$ cat src/hmr_pkg.sv
package hmr_pkg;

    // ****************************************************
    // Register byte offsets
    // ****************************************************
    localparam logic [7:0] OFS_FIFO_LEVEL = 8'h68;
    localparam logic [7:0] OFS_RX_CFG = 8'h6C;
    localparam logic [7:0] OFS_TX_CFG = 8'h70;
    localparam logic [7:0] OFS_RECEIVE_DATAPATH_CONTROL = 8'h78;
    localparam logic [7:0] OFS_RX_FIFO_INFO = 8'h7C;
    localparam logic [7:0] OFS_TX_FIFO_INFO = 8'h80;
    localparam logic [7:0] OFS_RX_DROPPED = 8'hA0;
    localparam logic [7:0] OFS_CSR_CMD = 8'hA4;
    localparam logic [7:0] OFS_CSR_DATA = 8'hA8;
    localparam logic [7:0] OFS_AUTO_FLOW_CONTROL_CONFIG = 8'hAC;
    localparam logic [7:0] OFS_RX_IDLE_TRANS = 8'hB0;
    localparam logic [7:0] OFS_RX_IDLE_TIME = 8'hB4;
    localparam logic [7:0] OFS_TX_IDLE_TRANS = 8'hB8;
    localparam logic [7:0] OFS_TX_IDLE_TIME = 8'hBC;

    // ****************************************************
    // Field positions and reset values
    // ****************************************************
    localparam int TDA_LSB = 24;
    localparam int TSL_LSB = 16;
    localparam int RSL_LSB = 0;
    localparam int EA_LSB = 30;
    localparam logic [7:0] TDA_RST = 8'h48;
    localparam logic [7:0] TSL_RST = 8'h00;
    localparam logic [7:0] RSL_RST = 8'h00;
    localparam logic [1:0] EA_RST = 2'h0;
    localparam logic [1:0] EA_4B = 2'h0;
    localparam logic [1:0] EA_16B = 2'h1;
    localparam logic [1:0] EA_32B = 2'h2;
    localparam int BLK_SHIFT = 6;
    localparam int CMD_BUSY_BIT = 31;
    localparam int CMD_READ_BIT = 30;
    localparam logic [7:0] CSR_ADDR_MAC_CTRL = 8'h01;
    localparam int MAC_CTRL_EEE_BIT = 25;
    localparam int MAC_CTRL_FULL_DUPLEX_FLAG_BIT = 20;
    localparam logic [31:0] MAC_CTRL_RST = 32'h0000_0000;
    localparam logic [3:0] MII_IDLE_CODE = 4'h1;

    // ****************************************************
    // Timing
    // ****************************************************
    localparam int unsigned CLK_FREQ_HZ = 125_000_000;
    localparam int unsigned LINK_STABLE_S = 1;
    localparam int unsigned LINK_STABLE_CYCLES = LINK_STABLE_S * CLK_FREQ_HZ;
    localparam int unsigned US_TICK_US = 1;
    localparam int unsigned US_TICK_CYCLES = CLK_FREQ_HZ / 1_000_000 * US_TICK_US;

endpackage

$ cat src/hmr_idle_if.sv
`timescale 1ns/1ps
// Qualifiers for receive idle decoding and the counters it produces.
interface hmr_idle_if;
    logic eee_en;
    logic full_duplex_flag;
    logic speed_100;
    logic an_eee;
    logic link_up;
    logic lpi_active;
    logic [31:0] trans_cnt;
    logic [31:0] time_cnt;
    modport ctrl (output eee_en, full_duplex_flag, speed_100, an_eee, link_up,
                  input lpi_active, trans_cnt, time_cnt);
    modport det (input eee_en, full_duplex_flag, speed_100, an_eee, link_up,
                 output lpi_active, trans_cnt, time_cnt);
endinterface

$ cat src/hmr_rx_idle.sv
`timescale 1ns/1ps
module hmr_rx_idle
    import hmr_pkg::*;
#(
    parameter int unsigned LINK_STABLE_CYC = LINK_STABLE_CYCLES
) (
    input wire logic clk_i, // Core clock.
    input wire logic rst_i, // Asynchronous reset, active high.
    input wire logic [5:0] mii_rx_i, // Data valid, error, nibble from the pins.
    hmr_idle_if.det idle // Qualifiers in, counters out.
);
    localparam int CW = $clog2(LINK_STABLE_CYC + 1);
    localparam int UW = $clog2(US_TICK_CYCLES + 1);

    logic [5:0] s1_q, s2_q, s3_q, mii_q;
    logic [CW-1:0] stable_q;
    logic [UW-1:0] us_q;
    logic lpi_q, tick, link_ok, decode_en, lpi_raw;
    logic [31:0] trans_q, time_q;

    if (LINK_STABLE_CYC < 1) begin : g_chk
        $error("LINK_STABLE_CYC must be at least one");
    end

    // Three stages; a pin value is taken once the last two stages agree.
    always_ff @(posedge clk_i or posedge rst_i) begin
        if (rst_i) begin
            s1_q <= 6'h00;
            s2_q <= 6'h00;
            s3_q <= 6'h00;
            mii_q <= 6'h00;
        end else begin
            s1_q <= mii_rx_i;
            s2_q <= s1_q;
            s3_q <= s2_q;
            mii_q <= (mii_q & (s2_q ^ s3_q)) | (s3_q & ~(s2_q ^ s3_q));
        end
    end

    // Link must stay up without a break before idle is believed.
    always_ff @(posedge clk_i or posedge rst_i) begin
        if (rst_i) begin
            stable_q <= '0;
        end else if (!idle.link_up) begin
            stable_q <= '0;
        end else if (!link_ok) begin
            stable_q <= stable_q + CW'(1);
        end
    end

    // The live link level is part of the gate, so a drop stops decoding in the same cycle, not one later.
    assign link_ok = idle.link_up && (stable_q == CW'(LINK_STABLE_CYC));
    assign decode_en = idle.eee_en && idle.full_duplex_flag && idle.speed_100 && idle.an_eee && link_ok;
    assign lpi_raw = decode_en && !mii_q[5] && mii_q[4] && (mii_q[3:0] == MII_IDLE_CODE);

    // Free running microsecond time base.
    always_ff @(posedge clk_i or posedge rst_i) begin
        if (rst_i) begin
            us_q <= '0;
        end else if (tick) begin
            us_q <= '0;
        end else begin
            us_q <= us_q + UW'(1);
        end
    end

    assign tick = (us_q == UW'(US_TICK_CYCLES - 1));

    // Counters; software cannot write them, and clearing the EEE enable holds them at zero.
    always_ff @(posedge clk_i or posedge rst_i) begin
        if (rst_i) begin
            lpi_q <= 1'b0;
            trans_q <= 32'h0000_0000;
            time_q <= 32'h0000_0000;
        end else begin
            lpi_q <= lpi_raw;
            if (!idle.eee_en) begin
                trans_q <= 32'h0000_0000;
                time_q <= 32'h0000_0000;
            end else begin
                if (lpi_raw && !lpi_q) begin
                    trans_q <= trans_q + 32'h0000_0001;
                end
                if (lpi_q && tick) begin
                    time_q <= time_q + 32'h0000_0001;
                end
            end
        end
    end

    assign idle.lpi_active = lpi_q;
    assign idle.trans_cnt = trans_q;
    assign idle.time_cnt = time_q;
endmodule

$ cat src/hmr_host_mac_regs.sv
// The Wishbone slave port was chosen for this implementation.
`timescale 1ns/1ps
module hmr_host_mac_regs
    import hmr_pkg::*;
#(
    parameter int unsigned LINK_STABLE_CYC = LINK_STABLE_CYCLES,
    parameter int FREE_W = 16,
    parameter int LVL_W = 12
) (
    input wire logic CORE_CLK_I, // Core clock.
    input wire logic RST_I, // Asynchronous reset, active high.
    input wire logic [7:0] WB_ADR_I, // Byte address.
    input wire logic [31:0] WB_DAT_I, // Write data.
    output logic [31:0] WB_DAT_O, // Read data.
    input wire logic [3:0] WB_SEL_I, // Byte lanes.
    input wire logic WB_WE_I, // Write enable.
    input wire logic WB_STB_I, // Strobe.
    input wire logic WB_CYC_I, // Cycle.
    output logic WB_ACK_O, // Acknowledge.
    input wire logic MII_RXDV_I, // Receive data valid pin.
    input wire logic MII_RXER_I, // Receive error pin.
    input wire logic [3:0] MII_RXD_I, // Receive nibble pins.
    input wire logic PHY_LINK_UP_I, // Link status.
    input wire logic PHY_SPEED_100_I, // Link runs at 100 Mbps.
    input wire logic PHY_AN_EEE_100_I, // Both ends support EEE at 100 Mbps.
    input wire logic [FREE_W-1:0] TX_DATA_FREE_I, // Free data space in bytes.
    input wire logic [LVL_W-1:0] TX_STS_USED_I, // Used status words.
    input wire logic [LVL_W-1:0] RX_STS_USED_I, // Used status words.
    output logic TX_DATA_SPACE_IRQ_O, // Transmit space level flag.
    output logic TX_STATUS_LEVEL_IRQ_O, // Transmit status level flag.
    output logic RX_STATUS_LEVEL_IRQ_O, // Receive status level flag.
    input wire logic RX_RD_I, // Host reads one receive word.
    input wire logic [31:0] RX_FIFO_DATA_I, // Head word of the data FIFO.
    input wire logic RX_FIFO_LAST_I, // Head word ends the buffer.
    input wire logic RX_FIFO_VALID_I, // Head word present.
    output logic RX_FIFO_POP_O, // Advance the data FIFO.
    output logic [31:0] RX_RD_DATA_O, // Word returned to the host.
    output logic RX_RD_VALID_O, // Returned word valid.
    output logic RX_RD_PAD_O // Returned word is padding.
);

    if (FREE_W < BLK_SHIFT + 8 || LVL_W < 8) begin : g_chk
        $error("FREE_W or LVL_W too narrow for the thresholds");
    end

    // ****************************************************
    // Bus slave
    // ****************************************************
    logic ack_q;
    logic [31:0] dat_q, rd_d;
    logic [7:0] adr_w;
    logic req, wr_req, rd_req;
    logic [7:0] tda_q, tsl_q, rsl_q;
    logic [1:0] ea_q;
    logic cmd_busy_q, cmd_read_q;
    logic [7:0] cmd_addr_q;
    logic [31:0] csr_data_q, mac_ctrl_q, wr_cmd, wr_lvl;
    hmr_idle_if idle ();

    // Merge the enabled byte lanes of a write into an old word.
    function automatic logic [31:0] apply_sel(input logic [31:0] old, input logic [31:0] nw,
                                              input logic [3:0] sel);
        logic [31:0] res;
        res = old;
        for (int i = 0; i < 4; i++) begin
            if (sel[i]) begin
                res[i*8 +: 8] = nw[i*8 +: 8];
            end
        end
        return res;
    endfunction

    assign adr_w = {WB_ADR_I[7:2], 2'b00};
    assign req = WB_CYC_I && WB_STB_I && !ack_q;
    assign wr_req = req && WB_WE_I;
    assign rd_req = req && !WB_WE_I;

    // Read multiplexer; registers outside this block's scope read zero.
    always_comb begin
        rd_d = 32'h0000_0000;
        case (adr_w)
            OFS_FIFO_LEVEL: rd_d = {tda_q, tsl_q, 8'h00, rsl_q};
            OFS_RX_CFG: rd_d = {ea_q, 30'h0000_0000};
            OFS_CSR_CMD: rd_d = {cmd_busy_q, cmd_read_q, 22'h00_0000, cmd_addr_q};
            OFS_CSR_DATA: rd_d = csr_data_q;
            OFS_RX_IDLE_TRANS: rd_d = idle.trans_cnt;
            OFS_RX_IDLE_TIME: rd_d = idle.time_cnt;
            default: rd_d = 32'h0000_0000;
        endcase
    end

    // One wait-free ack per request, dropped in the next cycle.
    always_ff @(posedge CORE_CLK_I or posedge RST_I) begin
        if (RST_I) begin
            ack_q <= 1'b0;
            dat_q <= 32'h0000_0000;
        end else begin
            ack_q <= req;
            if (rd_req) begin
                dat_q <= rd_d;
            end
        end
    end

    assign WB_ACK_O = ack_q;
    assign WB_DAT_O = dat_q;

    // ****************************************************
    // Configuration registers
    // ****************************************************
    assign wr_lvl = apply_sel({tda_q, tsl_q, 8'h00, rsl_q}, WB_DAT_I, WB_SEL_I);

    // Level thresholds; the reserved byte is not stored.
    always_ff @(posedge CORE_CLK_I or posedge RST_I) begin
        if (RST_I) begin
            tda_q <= TDA_RST;
            tsl_q <= TSL_RST;
            rsl_q <= RSL_RST;
        end else if (wr_req && adr_w == OFS_FIFO_LEVEL) begin
            tda_q <= wr_lvl[TDA_LSB +: 8];
            tsl_q <= wr_lvl[TSL_LSB +: 8];
            rsl_q <= wr_lvl[RSL_LSB +: 8];
        end
    end

    // End alignment; only the top byte lane carries it.
    always_ff @(posedge CORE_CLK_I or posedge RST_I) begin
        if (RST_I) begin
            ea_q <= EA_RST;
        end else if (wr_req && adr_w == OFS_RX_CFG && WB_SEL_I[3]) begin
            ea_q <= WB_DAT_I[EA_LSB +: 2];
        end
    end

    // ****************************************************
    // Indirect MAC CSR access
    // ****************************************************
    assign wr_cmd = apply_sel({cmd_busy_q, cmd_read_q, 22'h00_0000, cmd_addr_q}, WB_DAT_I, WB_SEL_I);

    // A command with busy set runs in the next cycle; writes while busy are dropped.
    always_ff @(posedge CORE_CLK_I or posedge RST_I) begin
        if (RST_I) begin
            cmd_busy_q <= 1'b0;
            cmd_read_q <= 1'b0;
            cmd_addr_q <= 8'h00;
        end else if (cmd_busy_q) begin
            cmd_busy_q <= 1'b0;
        end else if (wr_req && adr_w == OFS_CSR_CMD) begin
            cmd_busy_q <= wr_cmd[CMD_BUSY_BIT];
            cmd_read_q <= wr_cmd[CMD_READ_BIT];
            cmd_addr_q <= wr_cmd[7:0];
        end
    end

    // The data register is loaded by software or by a CSR read.
    always_ff @(posedge CORE_CLK_I or posedge RST_I) begin
        if (RST_I) begin
            csr_data_q <= 32'h0000_0000;
        end else if (cmd_busy_q && cmd_read_q) begin
            csr_data_q <= (cmd_addr_q == CSR_ADDR_MAC_CTRL) ? mac_ctrl_q : 32'h0000_0000;
        end else if (!cmd_busy_q && wr_req && adr_w == OFS_CSR_DATA) begin
            csr_data_q <= apply_sel(csr_data_q, WB_DAT_I, WB_SEL_I);
        end
    end

    // MAC control is reachable only through the command register.
    always_ff @(posedge CORE_CLK_I or posedge RST_I) begin
        if (RST_I) begin
            mac_ctrl_q <= MAC_CTRL_RST;
        end else if (cmd_busy_q && !cmd_read_q && cmd_addr_q == CSR_ADDR_MAC_CTRL) begin
            mac_ctrl_q <= csr_data_q;
        end
    end

    // ****************************************************
    // Receive idle detection
    // ****************************************************
    assign idle.eee_en = mac_ctrl_q[MAC_CTRL_EEE_BIT];
    assign idle.full_duplex_flag = mac_ctrl_q[MAC_CTRL_FULL_DUPLEX_FLAG_BIT];
    assign idle.speed_100 = PHY_SPEED_100_I;
    assign idle.an_eee = PHY_AN_EEE_100_I;
    assign idle.link_up = PHY_LINK_UP_I;

    hmr_rx_idle #(
        .LINK_STABLE_CYC(LINK_STABLE_CYC)
    ) u_rx_idle (
        .clk_i(CORE_CLK_I),
        .rst_i(RST_I),
        .mii_rx_i({MII_RXDV_I, MII_RXER_I, MII_RXD_I}),
        .idle(idle.det)
    );

    // ****************************************************
    // FIFO level flags
    // ****************************************************
    logic [FREE_W-BLK_SHIFT-1:0] free_blk;
    logic tda_hit, tsl_hit, rsl_hit;
    logic tda_irq_q, tsl_irq_q, rsl_irq_q;

    assign free_blk = TX_DATA_FREE_I[FREE_W-1:BLK_SHIFT];
    assign tda_hit = free_blk > {{(FREE_W-BLK_SHIFT-8){1'b0}}, tda_q};
    assign tsl_hit = TX_STS_USED_I > {{(LVL_W-8){1'b0}}, tsl_q};
    assign rsl_hit = RX_STS_USED_I > {{(LVL_W-8){1'b0}}, rsl_q};

    // Flags are levels; the interrupt status register latches them elsewhere.
    always_ff @(posedge CORE_CLK_I or posedge RST_I) begin
        if (RST_I) begin
            tda_irq_q <= 1'b0;
            tsl_irq_q <= 1'b0;
            rsl_irq_q <= 1'b0;
        end else begin
            tda_irq_q <= tda_hit;
            tsl_irq_q <= tsl_hit;
            rsl_irq_q <= rsl_hit;
        end
    end

    assign TX_DATA_SPACE_IRQ_O = tda_irq_q;
    assign TX_STATUS_LEVEL_IRQ_O = tsl_irq_q;
    assign RX_STATUS_LEVEL_IRQ_O = rsl_irq_q;

    // ****************************************************
    // Receive end alignment padding
    // ****************************************************
    logic [2:0] pad_left_q, word_cnt_q;
    logic [1:0] pkt_ea_q, eff_ea;
    logic in_pkt_q, pop_q, rvalid_q, rpad_q;
    logic [31:0] rdata_q;
    logic take, last_take;

    // Words still needed to reach the alignment after n words; reserved acts as 4 bytes.
    function automatic logic [2:0] pad_words(input logic [1:0] ea, input logic [2:0] n);
        logic [2:0] mask;
        mask = (ea == EA_32B) ? 3'h7 : (ea == EA_16B) ? 3'h3 : 3'h0;
        return (3'h0 - n) & mask;
    endfunction

    // The alignment is caught at the first word so a change mid packet cannot tear it.
    assign eff_ea = in_pkt_q ? pkt_ea_q : ea_q;
    assign take = RX_RD_I && pad_left_q == 3'h0 && RX_FIFO_VALID_I && !pop_q;
    assign last_take = take && RX_FIFO_LAST_I;

    // A FIFO word read in the same cycle as a pop is dropped because the FIFO head is still moving.
    always_ff @(posedge CORE_CLK_I or posedge RST_I) begin
        if (RST_I) begin
            pad_left_q <= 3'h0;
            word_cnt_q <= 3'h0;
            pkt_ea_q <= EA_RST;
            in_pkt_q <= 1'b0;
            pop_q <= 1'b0;
            rvalid_q <= 1'b0;
            rpad_q <= 1'b0;
            rdata_q <= 32'h0000_0000;
        end else begin
            pop_q <= take;
            rvalid_q <= 1'b0;
            rpad_q <= 1'b0;
            if (RX_RD_I && pad_left_q != 3'h0) begin
                pad_left_q <= pad_left_q - 3'h1;
                rdata_q <= 32'h0000_0000;
                rvalid_q <= 1'b1;
                rpad_q <= 1'b1;
            end else if (take) begin
                rdata_q <= RX_FIFO_DATA_I;
                rvalid_q <= 1'b1;
                if (!in_pkt_q) begin
                    pkt_ea_q <= ea_q;
                end
                if (RX_FIFO_LAST_I) begin
                    pad_left_q <= pad_words(eff_ea, word_cnt_q + 3'h1);
                    word_cnt_q <= 3'h0;
                    in_pkt_q <= 1'b0;
                end else begin
                    word_cnt_q <= word_cnt_q + 3'h1;
                    in_pkt_q <= 1'b1;
                end
            end
        end
    end

    assign RX_FIFO_POP_O = pop_q;
    assign RX_RD_DATA_O = rdata_q;
    assign RX_RD_VALID_O = rvalid_q;
    assign RX_RD_PAD_O = rpad_q;

    // ****************************************************
    // Assertions
    // ****************************************************
    logic boot_q;

    always_ff @(posedge CORE_CLK_I or posedge RST_I) begin
        if (RST_I) begin
            boot_q <= 1'b0;
        end else begin
            boot_q <= 1'b1;
        end
    end
endmodule

$ cat config.mk
export PLATFORM = sky130hd
export DESIGN_NAME = hmr_host_mac_regs
export DESIGN_NICKNAME = d
export VERILOG_FILES = /design/src/hmr_pkg.sv /design/src/hmr_idle_if.sv /design/src/hmr_rx_idle.sv /design/src/hmr_host_mac_regs.sv
export SDC_FILE = /design/constraint.sdc
export NUM_CORES = 1
export LEC_CHECK = 0
export ABC_AREA = 1
export CORE_MARGIN = 2
export CORE_UTILIZATION = 40
export CTS_CLUSTER_DIAMETER = 60
export CTS_CLUSTER_SIZE = 25
export DETAILED_ROUTE_END_ITERATION = 16
export DONT_BUFFER_PORTS = 1
export GPL_TIMING_DRIVEN = 1
export PLACE_DENSITY = 0.66
export SLEW_MARGIN = 20
export SYNTH_ARGS = -nofsm -noshare
export SYNTH_HDL_FRONTEND = slang
export SYNTH_HIERARCHICAL = 1
export SYNTH_SLANG_ARGS = --single-unit
$ cat constraint.sdc
create_clock -name CORE_CLK_I -period 7.2 [get_ports CORE_CLK_I]
set_input_delay 1.44 -clock CORE_CLK_I [delete_from_list [all_inputs] [get_ports CORE_CLK_I]]
set_output_delay 1.44 -clock CORE_CLK_I [all_outputs]
set_load 0.1 [all_outputs]
==> results_dict.tcl, run 1 <==
set metrics [dict create \
    cts_made_buffers 25 \
    portBuffers 0 \
    min_path_type "reg -> reg" \
    power_density_mw_per_mm2 231 \
    die_h_microns 209 \
    clockRootBuffer "clkbuf_16" \
    synthArstFlopShare 1.00 \
    drive_gt1_frac 0.0699 \
    fin_skew_ns 0.0366 \
    cts_tree "yes" \
    ys.flop_type "dfrtp_1" \
    syn_avg_cell_area_sq_um 7.41 \
    finalSetupTns_ns 0 \
    leakage_nw 8.88 \
    place_ws_ns 3.96 \
    endpoint_kind "output pin" \
    postCtsSetupRepairBufs 0 \
    irDropWorstVdd_v 0.000335 \
    placedCellCount 2720 \
    final_cells 2765 \
    wirelength_microns 47700 \
    wl_per_cell_microns 17.2 \
    synth_edf_count 0 \
    place.gp.congestion 0.996 \
    start_kind "register" \
    fin_crit_sh 0.416 \
    fp-row-count 74 \
    synth.distinct_cells 43 \
    fillers 4179 \
    grt_start_max_net_pins 77 \
    grt_pass1_wl_microns 75600 \
    ctsHoldBuffers 0 \
    crit_fanout 2 \
    dr.pass1.iters 5 \
    dp_hpwl_microns 34300 \
    ys_seq_area_frac 0.453 \
    final-hold-violation-count 0 \
    die_w_microns 209 \
    cp_data_required_time_ns 5.76 \
    syn2layout_area_growth_pct 7.85 \
    drt_iter0_drc 1476 \
    slew_viol_final 0 \
    layout_min_cycle_time_ns 3.00 \
    fmax_mhz 334 \
    grt_overflow 0 \
    syn_inst 2260 \
    nets 2382 \
    drv_cap 0 \
    setup_ws_ns 4.20 \
    post-route-drc-count 0 \
    syn-num-nets 2427 \
    ys_ff_latch 303 \
    ioPinCount 204 \
    worst_slew_pin_slew_ns 1.06 \
    htree_num_levels 1 \
    ctsResizeCount 0 \
    core-area_sq_mm 0.0411 \
    status "finished, final reports clean" \
    vias 14776 \
    clk_path_buf_depth 3 \
    syn_area_sq_mm 0.0167 \
    clk_pin_slew_ns 0.09 \
    grt_setup_unrepaired "false" \
    antenna_found_initial 0 \
    ant_nets 0 \
    routed_via_density 5.34 \
    clk-insertion-delay-late_ns 0.57 \
    cts.sinks 303 \
    synth_warnings 6 \
    diodes 0 \
    grt_pass1_vias 13718 \
    worstSetupPathType "reg -> out" \
    grt_usage 0.216 \
    setup_viol 0 \
    maxSlewHeadroom 0.291 \
    worst_ep_arrival_time_ns 1.56 \
    start_util 0.407 \
    dieArea_sq_mm 0.0435 \
]
cells by family (layout without fill, tap and decap cells):
kind of cell	after synthesis	in the layout	share of synthesized area
buf+inv	321	294	0.0777
compound gates	223	223	0.0693
xor+xnor	25	25	0.0131
flops	303	303	0.453
fa+ha+maj	40	40	0.0290
simple gates	1348	1348	0.358
sequential cells by signal, summed over array words and instances (netlist names), 2 cells and up, named ones only:
name and count:
u_rx_idle/idle.trans_cnt 32, tsl_q 8, u_rx_idle/s3_q 6, mac_ctrl_q 32
ea_q 2, u_rx_idle/idle.time_cnt 32, word_cnt_q 3, cmd_addr_q 8
pad_left_q 3, u_rx_idle/stable_q 27, WB_DAT_O 32, u_rx_idle/s2_q 6
rsl_q 8, RX_RD_DATA_O 32, u_rx_idle/s1_q 6, pkt_ea_q 2
u_rx_idle/us_q 7, csr_data_q 32, tda_q 8
path summary, 6_finish.rpt:
| path | startpoint | to | slack (ns) | depth (start not counted) |
|---|---|---|---|---|
| worst max-delay path | WB_DAT_O[20] | WB_DAT_O[20] | 4.20 | 0 |
| worst max register to register | RX_FIFO_POP_O | in_pkt_q | 4.44 | 5 |
| max in group asynchronous | RST_I | WB_DAT_O[10] | 5.12 | 2 |
| min in group asynchronous | RST_I | RX_RD_DATA_O[24] | 0.80 | 1 |
| worst min-delay path | u_rx_idle/s1_q[2] | u_rx_idle/s2_q[2] | 0.35 | 0 |
| worst min register to register | u_rx_idle/s1_q[2] | u_rx_idle/s2_q[2] | 0.35 | 0 |
routing by layer:
layer,vias to the layer above,share of wire,global-route usage
met1,7011,0.45,0.311
met4,0,0.031,0.0586
met5,-,0,0
met3,75,0.079,0.0432
li1,7128,-,-
met2,562,0.44,0.330
final cells by class:
class / instances / area [sq um] / area share
Tap cell: 532 / 666 / 0.0369
Clock buffer: 26 / 629 / 0.0349
Sequential cell: 303 / 7590 / 0.420
Timing Repair Buffer: 13 / 101 / 0.00561
Clock inverter: 19 / 287 / 0.0159
Multi-Input combinational cell: 1636 / 7880 / 0.437
Inverter: 236 / 895 / 0.0496
layout by cell type (no fill, tap or decap), drive strengths merged, types with 12 or more instances in the layout:
| cell type | netlist | layout |
|---|---|---|
| xor2 | 13 | 13 |
| clkinv | 4 | 15 |
| dfrtp | 301 | 301 |
| clkbuf | 42 | 26 |
| buf | 43 | 13 |
| xnor2 | 12 | 12 |
| nand3 | 312 | 312 |
| o21ai | 156 | 156 |
| nand4 | 24 | 24 |
| nor3 | 32 | 32 |
| ha | 34 | 34 |
| nor2 | 229 | 229 |
| inv | 232 | 239 |
| a21oi | 50 | 50 |
| nand2 | 743 | 743 |
power by group:
group	switching, mW	total, mW	internal (mW)
registers	0.565	2.36	1.80
logic	0.212	0.309	0.0965
clock network	0.789	1.50	0.711
through the flow:
step | util | hold WS, ns | cell area, sq um | power, mW
6_report | 0.439 | 0.348 | 18000 | 4.17
5_1_grt | 0.439 | 0.352 | 18000 | 4.35
4_1_cts | 0.439 | 0.349 | 18000 | 4.21
3_5_place_dp | 0.416 | 0.335 | 17100 | 2.71
3_3_place_gp | 0.416 | 0.337 | 17100 | 2.69
2_1_floorplan | - | 0.331 | 16700 | 2.62
Yosys cell counts, types with 4 or more instances:
| cell type | instances | area share |
|---|---|---|
| buf_2 | 33 | 0.0099 |
| dfrtp_1 | 301 | 0.45 |
| nand3_1 | 280 | 0.084 |
| nor3_2 | 4 | 0.0024 |
| nand2_2 | 6 | 0.0022 |
| xor2_1 | 13 | 0.0068 |
| o21ai_0 | 149 | 0.045 |
| inv_1 | 222 | 0.050 |
| maj3_1 | 6 | 0.0036 |
| nand2_4 | 8 | 0.0054 |
| nand2_1 | 729 | 0.16 |
| o21ai_1 | 7 | 0.0021 |
| nand3_2 | 32 | 0.019 |
| nand4_1 | 20 | 0.0075 |
| o21bai_1 | 6 | 0.0027 |
| o21a_1 | 4 | 0.0018 |
| nor3_1 | 28 | 0.0084 |
| a21oi_1 | 50 | 0.015 |
| buf_6 | 7 | 0.0047 |
| nor2_1 | 209 | 0.047 |
| xnor2_1 | 12 | 0.0063 |
| nor2_2 | 9 | 0.0034 |
| clkbuf_1 | 42 | 0.0094 |
| ha_1 | 34 | 0.025 |
| nor2_4 | 9 | 0.0061 |
| inv_2 | 10 | 0.0022 |
(Power assumes the default switching activity.)
==> inputs of run 2 (changes only) <==
- PLACE_DENSITY: 0.66 -> 0.68
- clock period: 7.2 -> 2.6 ns (I/O delays scaled with it)
==> results_dict.tcl, run 2 (synthesis gave the netlist of run 1 again) <==
set metrics [dict create \
    status "finished, final reports clean" \
    grt_start_max_net_pins 91 \
    antenna_found_initial 1 \
    ant_nets 0 \
    place.gp.congestion 0.967 \
    fin_area_sq_mm 0.0186 \
    fmax_mhz 484 \
    wl_per_cell_microns 16.8 \
    min_path_type "in -> reg" \
    nets 2435 \
    endpoint_kind "output pin" \
    die_w_microns 209 \
    htree_num_levels 1 \
    postCtsSetupRepairBufs 0 \
    drt_iter0_drc 1455 \
    clk_path_buf_depth 3 \
    grt_overflow 0 \
    core-area_sq_mm 0.0411 \
    grt_usage 0.217 \
    power_mw 12.0 \
    irDropWorstVdd_v 0.000750 \
    vias 14937 \
    clk_pin_slew_ns 0.09 \
    drv_cap 0 \
    ioPinCount 204 \
    start_kind "register" \
    grt_pass1_wl_microns 76500 \
    fin_skew_ns 0.0338 \
    clk-insertion-delay-late_ns 0.57 \
    dp_hpwl_microns 35200 \
    finalSetupTns_ns 0 \
    fp-row-count 74 \
    layout_min_cycle_time_ns 2.07 \
    worst_ep_arrival_time_ns 1.55 \
    cp_data_required_time_ns 2.08 \
    place_area_sq_mm 0.0175 \
    layout.cells.most_common "nand2_1" \
    clockRootBuffer "clkbuf_16" \
    fin_crit_sh 0.795 \
    routed_via_density 5.30 \
    fillers 4125 \
    post-route-drc-count 0 \
    cts_tree "yes" \
    setup_viol 0 \
    dr.pass1.iters 6 \
    syn2layout_area_growth_pct 10.9 \
    power_density_mw_per_mm2 646 \
    crit_fanout 2 \
    final_core_util 0.452 \
    maxSlewHeadroom 0.343 \
    cts.sinks 303 \
    worst_slew_pin_slew_ns 0.986 \
    leakage_nw 9.20 \
    cts_made_buffers 27 \
    diodes 0 \
    dieArea_sq_mm 0.0435 \
    wirelength_microns 47400 \
    grt_setup_unrepaired "false" \
    worstSetupPathType "reg -> out" \
    final-hold-violation-count 0 \
    grt_pass1_vias 14206 \
    slew_viol_final 0 \
    drive_gt1_frac 0.0883 \
    portBuffers 0 \
    most-common-layout-cells "728 x nand2_1, 300 x dfrtp_1, 279 x nand3_1, 220 x inv_1, 205 x nor2_1" \
    start_util 0.407 \
    die_h_microns 209 \
    hold_slack_ns 0.0618 \
]
-- run 2: report_power, final --
group | switching, mW | internal, mW | leakage [nW]
logic | 0.714 | 0.320 | 4.82
registers | 1.45 | 4.98 | 3.89
clock network | 2.11 | 2.42 | 0.485
-- run 2: layout make-up --
type	count	area, sq um	area share
Multi-Input combinational cell	1636	7870	0.424
Timing Repair Buffer	64	536	0.0289
Sequential cell	303	7590	0.409
Inverter	236	895	0.0482
Tap cell	532	666	0.0359
Clock buffer	31	721	0.0388
Clock inverter	18	283	0.0152
-- run 2: routing by layer --
layer / vias up / track usage / part of all wire
met4: 2 / 0.0635 / 0.032
met2: 607 / 0.343 / 0.45
met1: 7000 / 0.303 / 0.44
li1: 7237 / - / -
met3: 91 / 0.0406 / 0.079
met5: - / 0 / 0.00023
-- run 2: final timing paths --
check                                         from                          end  slack [ns]  depth (start not counted)
worst max-delay path                  WB_DAT_O[11]                 WB_DAT_O[11]        0.53                          0
worst min-delay path            RX_FIFO_DATA_I[13]             RX_RD_DATA_O[13]        0.06                          2
worst max register to register            WB_ACK_O                     tsl_q[2]        0.64                          6
worst min register to register   u_rx_idle/s1_q[3]            u_rx_idle/s2_q[3]        0.35                          0
max in group asynchronous                    RST_I  u_rx_idle/idle.trans_cnt[9]        1.26                          3
min in group asynchronous                    RST_I            u_rx_idle/s3_q[3]        0.58                          2
-- run 2: stage by stage --
step,instances,setup slack [ns]
after floorplan,2260,-0.227
after global placement,2764,0.538
after detailed placement,2764,0.465
after CTS,2820,0.498
after global routing,2820,0.376
final,2820,0.532
-- run 2: repair_timing --
item	4_1_cts	5_1_grt
hold endpoints to repair	47	0
hold buffers	7	0
resized for setup	0	0
